### config.mk
export PLATFORM = sky130hd
export DESIGN_NAME = prsl_top
export DESIGN_NICKNAME = d
export VERILOG_FILES = /design/src/shared/prsl_pkg.sv /design/src/design/prsl_top.sv
export SDC_FILE = /design/constraint.sdc
export NUM_CORES = 1
export LEC_CHECK = 0
export BUFFER_PORTS_ARGS = -buffer_cell sky130_fd_sc_hd__buf_4
export CORE_MARGIN = 5
export CORE_UTILIZATION = 54
export CTS_BUF_LIST = sky130_fd_sc_hd__clkbuf_4 sky130_fd_sc_hd__clkbuf_8 sky130_fd_sc_hd__clkbuf_16
export CTS_CLUSTER_SIZE = 24
export DETAILED_ROUTE_END_ITERATION = 6
export GPL_ROUTABILITY_DRIVEN = 0
export PLACE_DENSITY_LB_ADDON = 0.08
export SYNTH_ARGS = -nofsm -noshare
export SYNTH_HDL_FRONTEND = slang
export SYNTH_SLANG_ARGS = --single-unit
### constraint.sdc
create_clock -name clk -period 3.05 [get_ports clk]
set_clock_uncertainty 0.2 [all_clocks]
set_input_delay 0.4575 -clock clk [delete_from_list [all_inputs] [get_ports clk]]
set_output_delay 0.4575 -clock clk [all_outputs]
set_load 0.01 [all_outputs]
### src/shared/prsl_pkg.sv
// Constants for the PHY reset and strap latch block
package prsl_pkg;
  localparam int CLK_MHZ = 250;
  localparam int PIN_MIN_NS = 1000;
  localparam int PIN_MIN_CYC = (PIN_MIN_NS * CLK_MHZ + 999) / 1000;
  localparam int LATCH_MAX_NS = 2000;
  localparam int LATCH_CYC = (LATCH_MAX_NS * CLK_MHZ) / 1000 / 2;
  localparam int SOFT_NS = 5000;
  localparam int SOFT_CYC = (SOFT_NS * CLK_MHZ) / 1000;
  localparam int POR_NS = 500000;
  localparam int POR_CYC = (POR_NS / 1000) * CLK_MHZ;
  localparam int CNT_W = 18;
  localparam logic [4:0] ADDR_ZERO = 5'h00;
  localparam int CTRL_RESET_BIT = 15;
  localparam int CTRL_ISOLATE_BIT = 10;
  localparam logic [15:0] CTRL_DEFAULT = 16'h0000;
  typedef enum logic [1:0] {PRSL_POR, PRSL_HOLD, PRSL_LATCH, PRSL_RUN} prsl_state_e;
endpackage

### src/design/prsl_top.sv
// PHY reset sequencer with strap latch and basic control reset bit
`timescale 1ns/1ps
`default_nettype none
module prsl_top
  import prsl_pkg::*;
#(
  parameter int POR_CYCLES = POR_CYC
) (
  // Clock and reset
  input wire logic clk,
  input wire logic reset,
  // Reset pin and power-on
  input wire logic reset_pin,
  input wire logic por_done,
  // Strap inputs sampled from shared pins
  input wire logic fibre_enable_strap_in,
  input wire logic symbol_strap_in,
  input wire logic [4:0] phy_address_strap_in,
  input wire logic coax_select_pin,
  input wire logic bitwise_low_rate_strap_in,
  // Control register write port (address 00h)
  input wire logic ctrl_wr,
  input wire logic [15:0] ctrl_wdata,
  output logic [15:0] ctrl_rdata,
  // Activity for carrier sense
  input wire logic rx_active,
  input wire logic tx_active,
  output logic carrier_sense,
  // Status and latched straps
  output logic internal_reset,
  output logic low_rate_indicator,
  output logic fibre_enable_strap,
  output logic symbol_strap,
  output logic [4:0] phy_address_strap,
  output logic repeater_strap,
  output logic bitwise_low_rate_strap
);
  prsl_state_e state_q, state_d;
  logic [CNT_W-1:0] cnt_q, cnt_d;
  logic [CNT_W-1:0] pin_cnt_q, pin_cnt_d;
  logic soft_q, soft_d;
  logic [15:0] ctrl_q, ctrl_d;
  logic [8:0] straps_q, straps_d;
  logic pin_reset;
  logic [8:0] strap_pins;
  // Delay bounds in assertions need a constant of this file
  localparam int LATCH_SPAN = LATCH_CYC;

  // Short glitches on the pin are ignored; only a full 1 us pulse counts
  assign pin_reset = (pin_cnt_q >= CNT_W'(PIN_MIN_CYC));

  // Strap pin levels in the order they are stored
  assign strap_pins = {fibre_enable_strap_in, symbol_strap_in,
    phy_address_strap_in, coax_select_pin,
    bitwise_low_rate_strap_in};

  always_comb begin
    pin_cnt_d = reset_pin ? pin_cnt_q : '0;
    if (reset_pin && !pin_reset) begin
      pin_cnt_d = pin_cnt_q + 1'b1;
    end
  end

  always_comb begin
    state_d = state_q;
    cnt_d = cnt_q;
    soft_d = soft_q;
    ctrl_d = ctrl_q;
    straps_d = straps_q;
    case (state_q)
      PRSL_POR: begin
        cnt_d = cnt_q + 1'b1;
        if (por_done && cnt_q >= CNT_W'(POR_CYCLES)) begin
          state_d = PRSL_HOLD;
          cnt_d = '0;
        end
      end
      PRSL_HOLD: begin
        // Straps track the pins while reset holds
        straps_d = strap_pins;
        if (!reset_pin && !soft_q) begin
          state_d = PRSL_LATCH;
          cnt_d = '0;
        end
      end
      PRSL_LATCH: begin
        cnt_d = cnt_q + 1'b1;
        if (cnt_q == CNT_W'(LATCH_CYC - 1)) begin
          state_d = PRSL_RUN;
          ctrl_d = CTRL_DEFAULT;
          ctrl_d[CTRL_ISOLATE_BIT] = (straps_q[6:2] == ADDR_ZERO);
        end
      end
      PRSL_RUN: begin
        if (soft_q) begin
          // Soft reset skips the hold state, so straps are taken here
          straps_d = strap_pins;
          cnt_d = cnt_q + 1'b1;
          // Part of the 5 us is spent relatching, so hold ends early
          if (cnt_q == CNT_W'(SOFT_CYC - LATCH_CYC - 1)) begin
            soft_d = 1'b0;
            state_d = PRSL_LATCH;
            cnt_d = '0;
          end
        end
        if (ctrl_wr) begin
          ctrl_d = ctrl_wdata;
          ctrl_d[CTRL_RESET_BIT] = 1'b0;
          if (ctrl_wdata[CTRL_RESET_BIT]) begin
            soft_d = 1'b1;
            state_d = PRSL_RUN;
            cnt_d = '0;
          end
        end
      end
      default: state_d = PRSL_POR;
    endcase
    if (pin_reset && state_q != PRSL_POR) begin
      state_d = PRSL_HOLD;
      soft_d = 1'b0;
    end
  end

  always_ff @(posedge clk) begin
    if (reset) begin
      state_q <= PRSL_POR;
      cnt_q <= '0;
      pin_cnt_q <= '0;
      soft_q <= 1'b0;
      ctrl_q <= CTRL_DEFAULT;
      straps_q <= '0;
    end else begin
      state_q <= state_d;
      cnt_q <= cnt_d;
      pin_cnt_q <= pin_cnt_d;
      soft_q <= soft_d;
      ctrl_q <= ctrl_d;
      straps_q <= straps_d;
    end
  end

  assign internal_reset = (state_q != PRSL_RUN) || soft_q;
  always_comb begin
    ctrl_rdata = ctrl_q;
    ctrl_rdata[CTRL_RESET_BIT] = soft_q;
  end
  assign low_rate_indicator = internal_reset;
  assign {fibre_enable_strap, symbol_strap, phy_address_strap,
    repeater_strap, bitwise_low_rate_strap} = straps_q;
  assign carrier_sense = internal_reset ? 1'b0 :
    (rx_active || (!repeater_strap && tx_active));

  // Age of a running soft reset; a pin reset takes over and clears it
  logic [CNT_W-1:0] sw_age_q, sw_age_d;
  always_comb begin
    sw_age_d = '0;
    if (internal_reset && !pin_reset && (soft_q || sw_age_q != '0)) begin
      sw_age_d = sw_age_q + 1'b1;
    end
  end
  always_ff @(posedge clk) begin
    if (reset) begin
      sw_age_q <= '0;
    end else begin
      sw_age_q <= sw_age_d;
    end
  end
endmodule
`default_nettype wire

==> results of run 1 <==
[logic make-up (layout without fill, tap and decap cells)]
family,Yosys count,in the layout,share of synthesized area
fa+ha+maj,5,5,0.02123
buf+inv,29,89,0.04755
compound gates,77,77,0.1618
flops,63,63,0.4280
mux,12,12,0.04077
simple gates,156,156,0.2798
xor+xnor,7,7,0.02081
[critical path: cells and delay by family, from the launching register on]
kind / cells / cell delay [ns]
compound gates: 4 / 0.93
simple gates: 2 / 0.83
flops: 1 / 0.34
[power groups by stage]
stage | Sequential (mW) | Combinational [mW] | Clock (mW)
final | 0.839 | 0.0791 | 0.728
after global routing | 0.839 | 0.0863 | 0.783
after global placement | 0.857 | 0.0784 | 0
after detailed placement | 0.857 | 0.0788 | 0
after floorplan | 0.855 | 0.0415 | 0
after CTS | 0.838 | 0.0794 | 0.743
[cell usage in the layout (no fill, tap or decap), types with 4 or more instances in the layout]
master / n
sky130_fd_sc_hd__a211oi_1: 6
sky130_fd_sc_hd__nor2_1: 36
sky130_fd_sc_hd__nor3b_1: 4
sky130_fd_sc_hd__clkbuf_8: 11
sky130_fd_sc_hd__ha_1: 5
sky130_fd_sc_hd__nor4_1: 4
sky130_fd_sc_hd__nand4_1: 7
sky130_fd_sc_hd__nand2_1: 21
sky130_fd_sc_hd__xor2_1: 5
sky130_fd_sc_hd__and3_1: 5
sky130_fd_sc_hd__a21oi_1: 19
sky130_fd_sc_hd__nand3_1: 28
sky130_fd_sc_hd__o21ai_0: 30
sky130_fd_sc_hd__inv_1: 9
sky130_fd_sc_hd__nor3_1: 4
sky130_fd_sc_hd__nand2b_1: 18
sky130_fd_sc_hd__dfxtp_1: 63
sky130_fd_sc_hd__and2_1: 15
sky130_fd_sc_hd__buf_4: 65
sky130_fd_sc_hd__mux2i_1: 12
[state kept, by name, summed over array words and instances, names as in the netlist]
name / cells
ctrl_q: 15
state_q: 2
cnt_q: 18
straps_q: 9
pin_cnt_q: 18
soft_q: 1
[final timing paths]
kind / endpoint / cells past startpoint
min reg2reg: pin_cnt_q[14]$_SDFFE_PP0P_ / 1
max: cnt_q[12]$_SDFFE_PP0P_ / 6
max reg2reg: cnt_q[12]$_SDFFE_PP0P_ / 6
min: ctrl_q[7]$_SDFFE_PP0P_ / 3
[metrics by stage]
stage	util	instances	hold WS, ns	cell area (µm²)
6_report	0.6950	479	0.1387	3617
5_1_grt	0.6950	479	0.1437	3617
4_1_cts	0.6950	479	0.1319	3617
3_5_place_dp	0.6563	464	0.2447	3416
3_3_place_gp	0.6563	464	0.2431	3416
2_1_floorplan	-	349	0.2302	2947
[layer usage]
metal  vias up  part of all wire  GRT usage
met5         -                 0          0
met4         0             0.016    0.08626
met3         9             0.074    0.05923
met2        70              0.45     0.2928
met1      1167              0.46     0.2377
li1       1341                 -          -
[layout make-up]
type                            count  share of cell area
Multi-Input combinational cell    257              0.4272
Clock inverter                      3             0.01176
Tap cell                           70             0.02421
Clock buffer                       12             0.04393
Sequential cell                    63              0.3487
Timing Repair Buffer               65              0.1349
Inverter                            9            0.009339
==> out/results.ini, run 1 <==
[status]
run_status=finished, final reports clean

[power_and_ir_drop]
power_frac_seq=0.509
total_leakage_power_nw=1.481
power.combinational.fraction=0.048
clockPowerShare=0.442
total_power_mw=1.646
power.density_nw_per_um2=455.1
power_report.internal_total_mw=1.299
worst_ir_drop_vdd_mv=0.2483
power.switching_uw=347.4
switching_share=0.2110

[worst_setup_path]
worst-r2r-setup-slack_ns=0.65
crit_path_end_kind=flop
setup.worst_path.start_class=flop
cp-startpoint=cnt_q[15]$_SDFFE_PP0P_
critPathMaxStageDelay_ns=0.58
critical_path_class=flop to flop
launching_point_of_the_worst_reg2reg_path=cnt_q[15]$_SDFFE_PP0P_
critical_path_peak_fanout=18
critPathSlowestCell=sky130_fd_sc_hd__or4_1
worstPathArrival_ns=2.43
critical_path.cell_chain=or4_1 > nor3_4 > a21o_1 > a21oi_4 > a21o_1 > a22o_1
critical-path-top-cell-by-count=sky130_fd_sc_hd__a21o_1
critPathRequiredTime_ns=3.08

[cts]
cts_hold_buf=0
cts_setup_buffers=0
worstSkewPairLatency_ns=0.33
cts.root.buffer_cell=sky130_fd_sc_hd__clkbuf_8
clock_pin_transition_on_the_worst_setup_and_hold_timing_paths_ns=0.07
cts.sink_count=63
cts-htree-levels=3
cts_resized=0
cts_buffer_depth=2
cts-buffers-inserted=9
cts_tree=yes

[grt]
number_of_antenna_violations_at_the_first_check_in_global_routing=0
grt_pass1_vias=2439
globalRoute.totalOverflow=0
grt_first_pass_wirelength_mm=10.82
groute.usage.overall=0.1884
maximum_number_of_pins_on_one_net_before_global_route_repair=42

[final_layout]
num-fill-cells=443
insertedDiodeCount=0
multiInputGateArea_um2=1545
post_route_cells_drive_above_1_share=0.2127
seqCellArea_um2=1261
area.growth.synth_to_final_pct=22.76
nNetsFinal=442

[floorplan]
placementRows=26
die_width_um=83.87
floorplan.io_pins=60
core_um2=5205
design.die.area_um2=7034
die_y_um=83.87
initial_utilization=0.5661

[drt]
drc=0
final_antenna_net_count=0
detail_route.wirelength_mm=6.531
drt_pass_1_iters=4
via_density=5.401
route.detailed.wl_per_inst_um=13.63
detailedRoute.firstIterationViolations=169
vias=2587

[yosys]
synth_largest_area_cell=sky130_fd_sc_hd__dfxtp_1
synth_enable_flop_cells=0
ys.warnings.count=0
post-synth-top-count-cell=sky130_fd_sc_hd__dfxtp_1
netlist_top_cells_area=sky130_fd_sc_hd__dfxtp_1, sky130_fd_sc_hd__o21ai_0, sky130_fd_sc_hd__nand3_1
postSynthCellCount=349
synthFlopType=sky130_fd_sc_hd__dfxtp_1
netlist.area_leader.share=0.4280
syn_nets=386
postSynthRegisterBits=63
syn_avg_cell_area_um2=8.443
synth_cell_type_count=50
yosysSeqAreaShare=0.4280
netlist_top_cells_count=sky130_fd_sc_hd__dfxtp_1, sky130_fd_sc_hd__nor2_1, sky130_fd_sc_hd__o21ai_0
synth.cell_area_um2=2947
synth-async-reset-ratio=0

[sta]
slew-limit-headroom=0.6014
number_of_setup_violations_in_the_final_report=0
worstMarginPinSlew_ns=0.5933
final.setup.worst_slack_ns=0.6495
finalCritPeriodShare=0.7871
setup_tns_ns=0
fmaxAchievable_mhz=416.6
finalWorstPathRequiredPeriod_ns=2.401
finalMaxSlewViolations=0
timing_hold_violations_final=0
rsz0062_at_grt=false

[place]
hpwlAfterDp_mm=4.678
pre_cts_ws_ns=0.6889
port-buffer-count=59

[worst_hold_path]
hold_path_startpoint=ctrl_wdata[7]
min_path_type=primary input to flop

[run]
max-cap-violations=0

Note: power is estimated with default switching activity, not from simulation.
==> run 2: changes to the inputs <==
Settings changed: CORE_UTILIZATION 54 to 49.
Clock period 3.05 ns to 2.2 ns, I/O delays scaled along.
==> out/results.ini, run 2 (synthesis gave the netlist of run 1 again) <==
[power_and_ir_drop]
power_report.internal_total_mw=1.764
power_frac_seq=0.506
total_leakage_power_nw=1.741
power.density_nw_per_um2=550.6
power.switching_uw=528.5
total_power_mw=2.293
switching_share=0.2305
worst_ir_drop_vdd_mv=0.4691
power.combinational.fraction=0.064
clockPowerShare=0.431

[worst_setup_path]
reg2reg_to=cnt_q[12]$_SDFFE_PP0P_
cp-startpoint=cnt_q[15]$_SDFFE_PP0P_
launching_point_of_the_worst_reg2reg_path=cnt_q[15]$_SDFFE_PP0P_
critPathRequiredTime_ns=2.23
setup.worst_path.start_class=flop
rr_worst_depth=6
worstPathArrival_ns=2.25
crit_path_end_kind=flop
worst-r2r-setup-slack_ns=-0.02
cp-endpoint=cnt_q[12]$_SDFFE_PP0P_
critical_path_peak_fanout=7
critical_path_class=flop to flop

[grt]
globalRoute.totalOverflow=0
grt_util_met3=0.05268
number_of_antenna_violations_at_the_first_check_in_global_routing=0
top_usage_layer=met2
groute.usage.overall=0.2019
grt_pass1_vias=2650
maximum_number_of_pins_on_one_net_before_global_route_repair=26
grt_first_pass_wirelength_mm=12.17
grt.met2_usage=0.3308
grt_use_met1=0.2490

[drt]
drc=0
via_density=5.482
detailedRoute.firstIterationViolations=127
route.detailed.wl_per_inst_um=14.80
detail_route.wirelength_mm=7.738
drt_pass_1_iters=4
vias=2867
final_antenna_net_count=0

[cts]
cts_tree=yes
worstSkewPairLatency_ns=0.34
cts_buffer_depth=2
cts-htree-levels=3
cts.root.buffer_cell=sky130_fd_sc_hd__clkbuf_8
clock_pin_transition_on_the_worst_setup_and_hold_timing_paths_ns=0.07
cts.sink_count=63
cts-buffers-inserted=9

[sta]
rsz0062_at_grt=true
finalMaxSlewViolations=0
worstMarginPinSlew_ns=1.285
setup_tns_ns=-0.1005
timing_hold_violations_final=0
final.hold.worst_slack_ns=0.01549
finalCritPeriodShare=1.008
number_of_setup_violations_in_the_final_report=11
slew-limit-headroom=0.1404
finalWorstPathRequiredPeriod_ns=2.218
final.setup.worst_slack_ns=-0.01835
fmaxAchievable_mhz=450.8

[final_layout]
num-fill-cells=465
insertedDiodeCount=0
biggest_regs=cnt_q: 18 flops, pin_cnt_q: 18 flops, ctrl_q: 15 flops
finalInstanceArea_um2=4164
layout.cells.most_common_list=sky130_fd_sc_hd__buf_4, sky130_fd_sc_hd__dfxtp_1, sky130_fd_sc_hd__nor2_1
number_of_standard_cells_in_the_layout_taps_in_and_fillers_out=523
area.growth.synth_to_final_pct=41.32
layout.cells.most_common=sky130_fd_sc_hd__buf_4
post_route_cells_drive_above_1_share=0.3281
layout.core_utilization=0.7075
nNetsFinal=480

[worst_hold_path]
min_path_type=primary input to flop
hold_path_startpoint=ctrl_wdata[3]

[floorplan]
die_y_um=87.55
die_width_um=87.55
initial_utilization=0.5006
placementRows=28
design.die.area_um2=7664
core_um2=5886
floorplan.io_pins=60

[status]
failed_checks=setup timing
run_status=finished, violations left

[place]
pre_cts_ws_ns=-0.05275
dp_cells=493
postPlaceCellArea_um2=3627
hpwlAfterDp_mm=5.212
port-buffer-count=59

[run]
max-cap-violations=0

## run 2: cell types whose count changed in the layout (fill, tap and decap cells not counted), moves of 8 or more
cell | before | now
sky130_fd_sc_hd__buf_4 | 65 | 85
sky130_fd_sc_hd__o21ai_0 | 30 | 12
sky130_fd_sc_hd__o21ai_1 | 0 | 10
sky130_fd_sc_hd__nand3_1 | 28 | 20
sky130_fd_sc_hd__nand3_2 | 0 | 8
sky130_fd_sc_hd__o21ai_2 | 0 | 8
## run 2: timing repair
item | 4_1_cts | 5_1_grt
pin swaps | 1 | 23
setup endpoints to repair | 22 | 36
endpoints found under the hold margin | 7 | 0
setup buffers | 0 | 4
gates resized for setup | 2 | 50
hold buffers | 7 | 0
gates cloned | 0 | 3
## run 2: worst min path at each step
stage	end	slack, ns	cells after the start
2_1_floorplan	pin_cnt_q[10]$_SDFFE_PP0P_	0.23	1
3_3_place_gp	pin_cnt_q[8]$_SDFFE_PP0P_	0.24	1
5_1_grt	ctrl_q[2]$_SDFFE_PP0P_	0.01	3
6_report	ctrl_q[3]$_SDFFE_PP0P_	0.02	3
3_5_place_dp	pin_cnt_q[9]$_SDFFE_PP0P_	0.24	1
4_1_cts	ctrl_q[3]$_SDFFE_PP0P_	0.0003	3
## run 2: layer usage
metal / part of all wire / up-vias
met5: 0 / -
met4: 0.023 / 0
met3: 0.064 / 18
met2: 0.49 / 94
met1: 0.43 / 1339
li1: - / 1416
## run 2: area by class of cell
class | instances | area (µm²) | share of cell area
Multi-Input combinational cell | 257 | 1682 | 0.4038
Clock buffer | 10 | 131.4 | 0.03155
Clock inverter | 6 | 61.31 | 0.01472
Inverter | 9 | 33.78 | 0.008113
Tap cell | 75 | 93.84 | 0.02254
Sequential cell | 63 | 1264 | 0.3035
Timing Repair Buffer | 103 | 898.4 | 0.2157
## run 2: power groups by stage
stage	combinational [mW]	sequential, mW	clock, mW
3_3_place_gp	0.126	1.18	0
2_1_floorplan	0.0576	1.18	0
4_1_cts	0.139	1.16	1.01
3_5_place_dp	0.127	1.19	0
5_1_grt	0.162	1.16	1.06
6_report	0.146	1.16	0.988
## run 2: worst max-delay path: stages, from the launching register on
cell and delay, ns:
sky130_fd_sc_hd__dfxtp_2 0.33, sky130_fd_sc_hd__or4_4 0.54, sky130_fd_sc_hd__nor3_4 0.26, sky130_fd_sc_hd__a21o_1 0.26, sky130_fd_sc_hd__a21oi_4 0.13, sky130_fd_sc_hd__a21o_1 0.17, sky130_fd_sc_hd__a22o_1 0.21
==> run 3: changes to the inputs <==
Settings changed: CORE_UTILIZATION 49 to 40.
==> out/results.ini, run 3 (synthesis gave the netlist of run 1 again) <==
[status]
run_status=finished, final reports clean

[sta]
worstMarginPinSlew_ns=0.8975
finalCritPeriodShare=0.9835
timing_hold_violations_final=0
final.setup.worst_slack_ns=0.03625
final.hold.worst_slack_ns=0.01233
setup_tns_ns=0
slew-limit-headroom=0.3994
rsz0062_at_grt=true
number_of_setup_violations_in_the_final_report=0
finalWorstPathRequiredPeriod_ns=2.164
fmaxAchievable_mhz=462.2
finalMaxSlewViolations=0

[grt]
grt.met2_usage=0.2860
grt_first_pass_wirelength_mm=12.69
grt_use_met1=0.2213
groute.usage.overall=0.1763
grt_pass1_vias=2767
grt_util_met3=0.04222
number_of_antenna_violations_at_the_first_check_in_global_routing=0
top_usage_layer=met2
globalRoute.totalOverflow=0
maximum_number_of_pins_on_one_net_before_global_route_repair=29

[final_layout]
post_route_cells_drive_above_1_share=0.2956
number_of_standard_cells_in_the_layout_taps_in_and_fillers_out=549
layout.cells.most_common=sky130_fd_sc_hd__buf_4
finalInstanceArea_um2=4071
nNetsFinal=482
area.growth.synth_to_final_pct=38.17
insertedDiodeCount=0
biggest_regs=cnt_q: 18 flops, pin_cnt_q: 18 flops, ctrl_q: 15 flops
layout.cells.most_common_list=sky130_fd_sc_hd__buf_4, sky130_fd_sc_hd__dfxtp_1, sky130_fd_sc_hd__nor2_1

[worst_hold_path]
min_path_type=primary input to flop
hold_path_startpoint=ctrl_wdata[8]
end_of_the_worst_hold_path=ctrl_q[8]$_SDFFE_PP0P_
worst_hold_path.num_cells=3

[cts]
cts.root.buffer_cell=sky130_fd_sc_hd__clkbuf_8
cts-buffers-inserted=9
cts_buffer_depth=2
cts.sink_count=63
cts_tree=yes
clock_pin_transition_on_the_worst_setup_and_hold_timing_paths_ns=0.07
worstSkewPairLatency_ns=0.33
cts-htree-levels=3

[drt]
detail_route.wirelength_mm=7.610
final_antenna_net_count=0
via_density=5.093
vias=2796
drc=0
route.detailed.wl_per_inst_um=13.86
drt_pass_1_iters=4
detailedRoute.firstIterationViolations=100

[place]
postPlaceCellArea_um2=3680
port-buffer-count=59
pre_cts_ws_ns=-0.05152
hpwlAfterDp_mm=5.309
dp_cells=520

[worst_setup_path]
launching_point_of_the_worst_reg2reg_path=cnt_q[15]$_SDFFE_PP0P_
worstPathArrival_ns=2.18
critPathRequiredTime_ns=2.22
rr_worst_depth=7
crit_path_end_kind=flop
critical_path_class=flop to flop
reg2reg_to=state_q[0]$_SDFFE_PP0P_
critical_path_peak_fanout=3
worst-r2r-setup-slack_ns=0.04
setup.worst_path.start_class=flop

[run]
max-cap-violations=0

[power_and_ir_drop]
total_leakage_power_nw=1.708
power.density_nw_per_um2=563.0
worst_ir_drop_vdd_mv=0.3580

[floorplan]
initial_utilization=0.4084
design.die.area_um2=9182
core_um2=7214
die_width_um=95.83
die_y_um=95.83
placementRows=31
floorplan.io_pins=60

-- run 3: layout make-up --
class	count	area (µm²)
Clock buffer	10	131.4
Clock inverter	6	61.31
Fill cell	708	3143
Inverter	9	33.78
Multi-Input combinational cell	257	1618
Sequential cell	63	1261
Tap cell	99	123.9
Timing Repair Buffer	105	842.1
-- run 3: per-stage QoR --
stage / util / power (mW)
6_report: 0.5643 / 2.292
5_1_grt: 0.5643 / 2.391
4_1_cts: 0.5512 / 2.317
3_5_place_dp: 0.5101 / 1.312
3_3_place_gp: 0.5101 / 1.310
2_1_floorplan: - / 1.242
-- run 3: where the power goes --
group | leakage [nW] | switching [mW] | internal, mW
clock network | 0.0994 | 0.457 | 0.532
registers | 0.508 | 0.0108 | 1.15
logic | 1.10 | 0.0598 | 0.0832
total | 1.71 | 0.528 | 1.76
-- run 3: worst max-delay path: stages (launching register included) --
cell                       delay, ns
sky130_fd_sc_hd__dfxtp_1        0.31
sky130_fd_sc_hd__or4_4          0.54
sky130_fd_sc_hd__nor3_4         0.27
sky130_fd_sc_hd__buf_4          0.16
sky130_fd_sc_hd__nand2_1        0.06
sky130_fd_sc_hd__o21ai_0        0.15
sky130_fd_sc_hd__nor4bb_2       0.28
sky130_fd_sc_hd__nor3_1         0.07
-- run 3: per-layer routing --
metal  vias to the layer above  share of wire
li1                       1414              -
met1                      1305           0.47
met2                        68           0.47
met3                         9          0.046
met4                         0          0.014
met5                         -              0
-- run 3: how the worst max path moves through the flow --
stage,startpoint,endpoint,slack [ns],depth (start not counted)
6_report,cnt_q[15]$_SDFFE_PP0P_,state_q[0]$_SDFFE_PP0P_,0.04,7
5_1_grt,cnt_q[10]$_SDFFE_PP0P_,ctrl_q[2]$_SDFFE_PP0P_,-0.05,7
4_1_cts,cnt_q[11]$_SDFFE_PP0P_,cnt_q[12]$_SDFFE_PP0P_,-0.01,6
3_5_place_dp,cnt_q[15]$_SDFFE_PP0P_,cnt_q[5]$_SDFFE_PP0P_,-0.05,7
3_3_place_gp,cnt_q[10]$_SDFFE_PP0P_,cnt_q[6]$_SDFFE_PP0P_,-0.05,7
2_1_floorplan,cnt_q[15]$_SDFFE_PP0P_,cnt_q[12]$_SDFFE_PP0P_,0.08,7
-- run 3: timing repair --
item                                    CTS  global route
hold buffers                              7             0
endpoints found under the setup margin   19            32
endpoints found under the hold margin     7             0
setup buffers                             3             3
pin swaps                                 4             5
gates resized for setup                   2            16
